### src/include/rai_pkg.sv
// Register map, field positions and reset values of the alarm interrupt block
package rai_pkg;

   // ------------------------------------------------------------------
   // Register byte offsets
   // ------------------------------------------------------------------
   localparam logic [7:0] RAI_OFS_ALM_MIN  = 8'h00;
   localparam logic [7:0] RAI_OFS_ALM_HOUR = 8'h04;
   localparam logic [7:0] RAI_OFS_ALM_DAY  = 8'h08;
   localparam logic [7:0] RAI_OFS_CTRL     = 8'h0c;
   localparam logic [7:0] RAI_OFS_FLAG     = 8'h10;
   localparam logic [7:0] RAI_OFS_TIME     = 8'h14;

   // ------------------------------------------------------------------
   // Field positions
   // ------------------------------------------------------------------
   localparam int RAI_WILDCARD_BIT   = 7;
   localparam int RAI_CTRL_AIE_BIT   = 0;
   localparam int RAI_CTRL_WDS_BIT   = 1;
   localparam int RAI_CTRL_RST_BIT   = 2;
   localparam int RAI_CTRL_TIE_BIT   = 3;
   localparam int RAI_CTRL_UIE_BIT   = 4;
   localparam int RAI_CTRL_EIE_BIT   = 5;
   localparam int RAI_FLAG_AF_BIT    = 0;
   localparam int RAI_FLAG_TF_BIT    = 1;
   localparam int RAI_FLAG_UF_BIT    = 2;
   localparam int RAI_FLAG_EF_BIT    = 3;
   localparam int RAI_CTRL_W         = 6;

   // Field widths of the compared counters
   localparam int RAI_MIN_W  = 7;
   localparam int RAI_HOUR_W = 6;
   localparam int RAI_DAYS_W = 7;
   localparam int RAI_DATE_W = 6;

   // ------------------------------------------------------------------
   // Reset values
   // ------------------------------------------------------------------
   localparam logic [7:0]          RAI_ALM_RST  = 8'h00;
   localparam logic [RAI_CTRL_W-1:0] RAI_CTRL_RST = 6'h00;

endpackage : rai_pkg

### src/hw/rai_alarm_irq.sv
// Alarm compare, sticky alarm flag and shared open-drain interrupt with APB registers
//
// Register access over APB and the register addresses were decided locally.
`timescale 1ns/1ps

module rai_alarm_irq #(
   parameter int ADDR_W = 8                                  // APB address width
) (
   input  wire logic                        pclk,            // Bus and timekeeping clock
   input  wire logic                        presetn,         // Asynchronous reset, active low
   input  wire logic                        psel,            // APB select
   input  wire logic                        penable,         // APB access phase
   input  wire logic                        pwrite,          // APB direction, 1 = write
   input  wire logic [ADDR_W-1:0]           paddr,           // APB byte address
   input  wire logic [31:0]                 pwdata,          // APB write data
   output logic      [31:0]                 prdata,          // APB read data
   output logic                             pready,          // APB transfer done
   output logic                             pslverr,         // APB error, unmapped address
   input  wire logic                        min_update,      // Pulse: minute counter advanced
   input  wire logic [rai_pkg::RAI_MIN_W-1:0]  cur_min,      // BCD minute counter
   input  wire logic [rai_pkg::RAI_HOUR_W-1:0] cur_hour,     // BCD hour counter
   input  wire logic [rai_pkg::RAI_DAYS_W-1:0] cur_weekday,  // One-hot weekday counter
   input  wire logic [rai_pkg::RAI_DATE_W-1:0] cur_date,     // BCD day-of-month counter
   input  wire logic                        wakeup_timer_flag,   // Pending wakeup timer event
   input  wire logic                        time_update_flag,    // Pending time update event
   input  wire logic                        external_event_flag, // Pending event_input_pin event
   output logic                             int_n_o,         // Interrupt line drive value
   output logic                             int_n_oe         // Interrupt line pulled low when high
);
   import rai_pkg::*;

   // ------------------------------------------------------------------
   // Elaboration check
   // ------------------------------------------------------------------
   if (ADDR_W < 5 || ADDR_W > 32) begin : g_chk
      $error("rai_alarm_irq: ADDR_W must lie between 5 and 32");
   end

   // ------------------------------------------------------------------
   // State
   // ------------------------------------------------------------------
   typedef struct packed {
      logic [7:0]            alm_min;
      logic [7:0]            alm_hour;
      logic [7:0]            alm_day;
      logic [RAI_CTRL_W-1:0] ctrl;
      logic                  alarm_event_flag;
      logic                  int_oe;
      logic                  int_lvl;
      logic [31:0]           rdata;
      logic                  ready;
      logic                  slverr;
   } rai_state_s;

   rai_state_s st_r;
   rai_state_s st_nxt;

   // ------------------------------------------------------------------
   // Decode and compare
   // ------------------------------------------------------------------
   logic [7:0]  ofs;
   logic        acc_done;
   logic        wr_en;
   logic        hit;
   logic        min_ok;
   logic        hour_ok;
   logic        day_ok;
   logic        alarm_event;
   logic        alarm_irq_enable;
   logic        weekday_or_date_select;
   logic        ctrl_reset;

   assign ofs                    = 8'(paddr);
   assign acc_done               = psel & penable & st_r.ready;
   assign wr_en                  = acc_done & pwrite;
   assign alarm_irq_enable       = st_r.ctrl[RAI_CTRL_AIE_BIT];
   assign weekday_or_date_select = st_r.ctrl[RAI_CTRL_WDS_BIT];
   assign ctrl_reset             = st_r.ctrl[RAI_CTRL_RST_BIT];

   // Any address bit above the low byte set makes the access unmapped
   assign hit = ((ofs == RAI_OFS_ALM_MIN) || (ofs == RAI_OFS_ALM_HOUR) || (ofs == RAI_OFS_ALM_DAY) ||
                 (ofs == RAI_OFS_CTRL) || (ofs == RAI_OFS_FLAG) || (ofs == RAI_OFS_TIME)) &&
                ((ADDR_W <= 8) || ((paddr >> 8) == '0));

   // Wildcard fields always match
   assign min_ok  = st_r.alm_min[RAI_WILDCARD_BIT] ||
                    (st_r.alm_min[RAI_MIN_W-1:0] == cur_min);
   assign hour_ok = st_r.alm_hour[RAI_WILDCARD_BIT] ||
                    (st_r.alm_hour[RAI_HOUR_W-1:0] == cur_hour);

   always_comb begin
      if (st_r.alm_day[RAI_WILDCARD_BIT]) begin
         day_ok = 1'b1;
      end else if (weekday_or_date_select) begin
         day_ok = (st_r.alm_day[RAI_DATE_W-1:0] == cur_date);
      end else begin
         day_ok = |(st_r.alm_day[RAI_DAYS_W-1:0] & cur_weekday);
      end
   end

   // Only evaluated when the minute counter steps, so a setting equal to the present time waits
   assign alarm_event = min_update & ~ctrl_reset & min_ok & hour_ok & day_ok;

   // ------------------------------------------------------------------
   // Next state
   // ------------------------------------------------------------------
   always_comb begin
      logic [31:0] rd;
      logic        flag_n;
      logic [RAI_CTRL_W-1:0] ctrl_n;
      rd     = 32'h0000_0000;
      st_nxt = st_r;
      flag_n = st_r.alarm_event_flag;
      ctrl_n = st_r.ctrl;

      // APB answers in the second access cycle; data and error are registered
      st_nxt.ready  = psel & penable & ~st_r.ready;
      st_nxt.slverr = psel & penable & ~st_r.ready & ~hit;

      if (ofs == RAI_OFS_ALM_MIN) begin
         rd = {24'h00_0000, st_r.alm_min};
      end else if (ofs == RAI_OFS_ALM_HOUR) begin
         rd = {24'h00_0000, st_r.alm_hour};
      end else if (ofs == RAI_OFS_ALM_DAY) begin
         rd = {24'h00_0000, st_r.alm_day};
      end else if (ofs == RAI_OFS_CTRL) begin
         rd = {26'h000_0000, st_r.ctrl};
      end else if (ofs == RAI_OFS_FLAG) begin
         rd = {28'h000_0000, external_event_flag, time_update_flag,
               wakeup_timer_flag, st_r.alarm_event_flag};
      end else if (ofs == RAI_OFS_TIME) begin
         rd = {2'b00, cur_date, 1'b0, cur_weekday, 2'b00, cur_hour, 1'b0, cur_min};
      end
      if (!hit) begin
         rd = 32'h0000_0000;
      end
      if (psel && penable && !st_r.ready && !pwrite) begin
         st_nxt.rdata = rd;
      end

      if (wr_en && hit) begin
         if (ofs == RAI_OFS_ALM_MIN) begin
            st_nxt.alm_min = pwdata[7:0];
         end else if (ofs == RAI_OFS_ALM_HOUR) begin
            st_nxt.alm_hour = pwdata[7:0];
         end else if (ofs == RAI_OFS_ALM_DAY) begin
            st_nxt.alm_day = pwdata[7:0];
         end else if (ofs == RAI_OFS_CTRL) begin
            ctrl_n = pwdata[RAI_CTRL_W-1:0];
         end else if (ofs == RAI_OFS_FLAG) begin
            if (!pwdata[RAI_FLAG_AF_BIT]) begin
               flag_n = 1'b0;
            end
         end
      end

      // A match in the clearing cycle still sets the flag
      if (alarm_event) begin
         flag_n = 1'b1;
      end

      st_nxt.ctrl             = ctrl_n;
      st_nxt.alarm_event_flag = flag_n;

      // Line follows next flags and enables, so release and assertion take effect at once
      st_nxt.int_oe = (flag_n & ctrl_n[RAI_CTRL_AIE_BIT]) |
                      (wakeup_timer_flag & ctrl_n[RAI_CTRL_TIE_BIT]) |
                      (time_update_flag & ctrl_n[RAI_CTRL_UIE_BIT]) |
                      (external_event_flag & ctrl_n[RAI_CTRL_EIE_BIT]);
      st_nxt.int_lvl = 1'b0;
   end

   // ------------------------------------------------------------------
   // Registers
   // ------------------------------------------------------------------
   always_ff @(posedge pclk or negedge presetn) begin
      if (!presetn) begin
         st_r.alm_min          <= RAI_ALM_RST;
         st_r.alm_hour         <= RAI_ALM_RST;
         st_r.alm_day          <= RAI_ALM_RST;
         st_r.ctrl             <= RAI_CTRL_RST;
         st_r.alarm_event_flag <= 1'b0;
         st_r.int_oe           <= 1'b0;
         st_r.int_lvl          <= 1'b0;
         st_r.rdata            <= 32'h0000_0000;
         st_r.ready            <= 1'b0;
         st_r.slverr           <= 1'b0;
      end else begin
         st_r <= st_nxt;
      end
   end

   assign prdata   = st_r.rdata;
   assign pready   = st_r.ready;
   assign pslverr  = st_r.slverr;
   assign int_n_o  = st_r.int_lvl;
   assign int_n_oe = st_r.int_oe;

   // Unused signal kept from lint noise
   logic unused_ok;
   assign unused_ok = alarm_irq_enable;

endmodule : rai_alarm_irq

### config.mk
export PLATFORM = sky130hd
export DESIGN_NAME = rai_alarm_irq
export DESIGN_NICKNAME = d
export VERILOG_FILES = /design/src/include/rai_pkg.sv /design/src/hw/rai_alarm_irq.sv
export SDC_FILE = /design/constraint.sdc
export NUM_CORES = 1
export LEC_CHECK = 0
export ABC_AREA = 1
export BUFFER_PORTS_ARGS = -buffer_cell sky130_fd_sc_hd__buf_2
export CELL_PAD_IN_SITES_DETAIL_PLACEMENT = 0
export CELL_PAD_IN_SITES_GLOBAL_PLACEMENT = 1
export CORE_ASPECT_RATIO = 1.25
export CORE_MARGIN = 2
export CORE_UTILIZATION = 37
export DETAILED_ROUTE_END_ITERATION = 12
export PLACE_DENSITY = 0.91
export SLEW_MARGIN = 20
export SYNTH_ARGS = -nofsm -noshare
export SYNTH_HDL_FRONTEND = slang
export SYNTH_SLANG_ARGS = --single-unit
### constraint.sdc
create_clock -name pclk -period 2 [get_ports pclk]
set_clock_uncertainty 0.05 [all_clocks]
set_input_delay 0.3 -clock pclk [delete_from_list [all_inputs] [get_ports pclk]]
set_output_delay 0.3 -clock pclk [all_outputs]
set_load 0.03 [all_outputs]
; ---- Word level (Yosys, flattened, before mapping)
; Cells that the tools add are included.
[totals]
ff_bits = 66
latch_bits = 0
ramBits = 0
rom_bits = 0
in_bits = 75
word_cells = 82
memories = 0
[op_classes]
n_addsub = 0
n_mul = 0
div = 0
n_lt_le_gt_ge = 0
eq_ne = 8
shifts = 0
n_mux = 22
bitwise_logic = 23
n_reduce_logical = 19
[op_table]
columns = operator, n
row1 = two-way mux 30 bit, 6
row2 = two-way mux 32 bit, 1
row3 = two-way mux 6 bit, 5
row4 = == test 8 x 4 -> 1 bit (second input constant), 2
row5 = == test 8 x 5 -> 1 bit (second input constant), 2
row6 = AND 1 bit, 13
row7 = == test 6 bit, 2
row8 = two-way mux 1 bit, 10
row9 = == test 8 x 3 -> 1 bit (second input constant), 1
row10 = zero test 8 bit, 1
row11 = AND 7 bit, 1
row12 = == test 7 bit, 1
row13 = logical OR 1 bit, 7
row14 = OR reduction 7 bit, 1
row15 = inverter 1 bit, 6
row16 = AND reduction 5 bit, 1
row17 = logical AND 1 bit, 4
row18 = AND reduction 4 bit, 1
row19 = OR 1 bit, 3
row20 = AND reduction 3 bit, 1
row21 = zero test 1 bit, 2
row22 = AND reduction 2 bit, 1

; ---- Depth between registers and ports, before layout
[depth]
depth_word = 13
mapped_depth = 12
ltp_nobuf = 12

; ---- Worst setup path after synthesis
; OpenSTA, ideal clock, no wires.
[synth_timing]
path_type = flip-flop to flip-flop
from = register st_r, in the netlist pready
to = register st_r[49] in the netlist's numbering
setup_time_ps = 119
arrival_time_ps = 1471
t_required_ps = 1831
path_slack_ps = 359
stages_incl_launch_ff = 9
n_path_buf = 1
path_cell_list = dfrtp_1 > nand2_1 > nor2_1 > nand2_4 > inv_6 > nand2_4 > buf_6 > nand2_1 > o21ai_2
[synth_between]
elab_chain_cells = 4
[synth_rtl]
columns = element, line
row1 = "start, declared", rai_alarm_irq.sv:55  ; rai_state_s st_r;
row2 = "start signal, assigned", rai_alarm_irq.sv:189  ; st_r <= st_nxt;
row3 = AND 1 bit, rai_alarm_irq.sv:74  ; assign acc_done = psel & penable & st_r.ready;
row4 = AND 1 bit, rai_alarm_irq.sv:75  ; assign wr_en = acc_done & pwrite;
row5 = logical AND 1 bit, rai_alarm_irq.sv:141  ; if (wr_en && hit) begin
row6 = AND reduction 4 bit (no line), n/a
; Every way passes these cells.
; A chain may end at the register's enable or synchronous reset.

==> reports/metrics.cfg <==
[run_status]
outcome = complete, no violations

[floorplanning]
die_area_mm2 = 0.01063
die_height_um = 114.8
die-width_um = 92.61
std_cell_rows = 40
core_area_mm2 = 0.009559
io_pins = 111
initial_utilization_pct = 37.98

[routing]
vias = 3101
detail_route.iter0.violations = 195
drtAntennaViolNets = 0
detail_route.first_pass.iterations = 4
routed_wirelength_um = 8879
detail_route.drc_violations = 0
vias_per_cell = 4.547
average_wire_per_cell_in_the_routed_design_um = 13.02

[clock_tree]
post_cts_resized = 0
clock_sinks = 61
clock_tree.buffer_depth = 2
clk_latency_ns = 0.33
ctsHtreeMaxLevel = 3
tritoncts = done
clockRootBuffer = clkbuf_16
clkTransAtPathRegs_ns = 0.05
inserted_clock_buffers = 9

[critical_path]
critical_path.endpoint_type = register
timing.critical_path.arrival_ns = 1.63
worst_path_most_repeated_cell = nand2_1
worstSetupPathType = reg -> reg
critical-path-slowest-cell = dfrtp_1
path_max_fanout = 5
timing.critical_path.required_ns = 2.18
crit_path_max_incr_delay_ns = 0.45
crit_chain = nand2_1 > nand2_1 > nor2_1 > nand2_1 > a21oi_1 > nand2_1 > nand3_1 > nand2_1 > nand2_1 > nand2_1 > inv_1 > nand2_1
start_kind = register

[cells_and_area]
final_area_mm2 = 0.004253
layout_cell_share_with_drive_strength_beyond_1_pct = 25.54
finish.net_count = 627
regArea_mm2 = 0.001526
insertedDiodeCount = 0
layout.filler_cells = 988
final_cells = 682
layout-area-overhead-vs-synth_pct = 17.13
multiInputGateArea_mm2 = 0.001516

[global_route]
grt-ovfl-total = 0
number_of_global_route_vias_before_repair = 2974
grt_start_max_net_pins = 28
total_routing_usage_reported_by_global_routing_pct = 17.89
first_pass_grt_wire_length_um = 14530
number_of_antenna_violations_at_the_first_check_in_global_routing = 0

[yosys]
synth-warning-count = 0
yosysSeqAreaShare_pct = 42.04
yosys.cell_types.count = 31
synthesis.instances = 487
syn-mean-instance-area_um2 = 7.456
synth_top_cell_by_area = dfrtp_1
synth_area_mm2 = 0.003631
synth.ff_latch_count = 61
netlist_top_cells_area = dfrtp_1 42%, nand2_1 16%, inv_1 7.6%
share_of_yosys_cell_area_claimed_by_the_top_area_cell_type_pct = 42.04

[timing]
timing.fmax_ghz = 0.6883
post_layout_minimum_cycle_time_ns = 1.453
tightestPinTransition_ns = 0.6072
timing.max_slew.rel_slack_pct = 59.52
finalCritPeriodShare_pct = 72.64
finalHoldViolCount = 0
fin_setup_tns_ns = 0
grt_setup_unrepaired = false
final.hold.worst_slack_ns = 0.1764
slew_viol_final = 0
setup_viol_count_final = 0

[placement]
gpl.final_weighted_congestion = 0.9053
detailed_place.area_mm2 = 0.003983
buffer_ports.inserted = 80
dp_hpwl_um = 6884
placed_cells = 666

[flow_run]
maxCapViolCount = 0

[power_and_ir_drop]
cellLeakagePower_nw = 2.423
post-layout-total-power_w = 0.002897
power_density_mw_per_mm2 = 681.3
largest_vdd_supply_drop_mv = 0.3260

[worst_hold_path]
holdCritPathClass = in -> reg

-- flip-flops by register name, indices dropped and copies added, names as in the netlist --
register and count:
ctrl_reset 1, pready 1, prdata 27, pslverr 1, st_r 29, alarm_irq_enable 1
int_n_oe 1
-- worst max-delay path, delay by kind of cell (launching register included) --
kind / cells / cell delay [ns]
AOI/OAI and AO/OA: 1 / 0.11
buffers and inverters: 1 / 0.04
DFF: 1 / 0.45
and+or+nand+nor: 10 / 0.70
-- report_power, final --
group	leakage, nW	internal, W	switching (W)
Clock	0.129	0.000859	0.000515
Combinational	1.48	0.0000863	0.000178
Sequential	0.816	0.00125	0.00000810
-- metrics by stage --
stage	worst slack, ns	utilization (%)
final	0.5472	44.49
after global routing	0.3817	44.49
after CTS	0.5346	44.49
after detailed placement	0.2495	41.66
after global placement	0.2701	41.66
after floorplan	0.3595	-
-- area by class of cell --
| cell class | count | area share (%) |
|---|---|---|
| clock buffer | 13 | 5.884 |
| clock inverter | 2 | 0.2354 |
| inverter | 79 | 7.090 |
| multi-input combinational | 311 | 35.66 |
| sequential | 61 | 35.89 |
| tap | 126 | 3.707 |
| timing repair buffer | 90 | 11.53 |
-- logic make-up after synthesis --
kind of cell              synth area share (%)
buffers and inverters                    16.71
DFF                                      42.04
xor gates and xnor gates                 1.206
other                                   0.1033
AOI/OAI and AO/OA                        13.78
and+or+nand+nor                          26.15
-- metal layers --
| metal | vias to the layer above | global-route usage (%) | part of all wire (%) |
|---|---|---|---|
| met5 | - | 0 | 0 |
| met4 | 0 | 7.065 | 2.1 |
| met3 | 12 | 4.325 | 5.8 |
| met2 | 93 | 32.07 | 51 |
| met1 | 1396 | 20.52 | 42 |
| li1 | 1600 | - | - |
-- layout by cell type (no fill, tap or decap), types with 4 or more instances in the layout --
| master | n |
|---|---|
| a21oi_1 | 9 |
| nand3_1 | 16 |
| o21ai_1 | 9 |
| o21ai_0 | 40 |
| inv_1 | 74 |
| buf_2 | 80 |
| dfrtp_1 | 61 |
| nand2_1 | 151 |
| conb_1 | 6 |
| o21ai_2 | 17 |
| inv_2 | 4 |
| xnor2_1 | 4 |
| nand2_2 | 6 |
| buf_4 | 8 |
| nor2_1 | 25 |
| nand2_4 | 5 |
| clkbuf_16 | 9 |
-- Yosys cell counts, drive strengths merged --
cell type and n:
nand2 162, inv 79, o21ai 66, dfrtp 61
buf 38, nor2 29, nand3 16, a21oi 9
nand4 4, o211ai 4, xnor2 4, clkbuf 3
nor3 3, o22ai 3, or2 2, conb 1
nand3b 1, o31ai 1, xor2 1
-- final timing paths --
check                              to       from  slack (ns)  cells after the start
setup / recovery             int_n_oe   st_r[43]        0.55                     12
hold / removal               st_r[38]  pwdata[1]        0.18                      3
setup reg to reg             int_n_oe   st_r[43]        0.55                     12
hold reg to reg             prdata[9]  prdata[9]        0.42                      2
max in group asynchronous    st_r[44]    presetn        0.81                      3
min in group asynchronous  prdata[29]    presetn        0.47                      2
-- what timing repair did --
action,in CTS,in global routing
hold buffers,1,0
endpoints found under the setup margin,0,0
hold endpoints to repair,23,0
buffers inserted,0,0
Note: power is estimated with default switching activity, not from simulation.
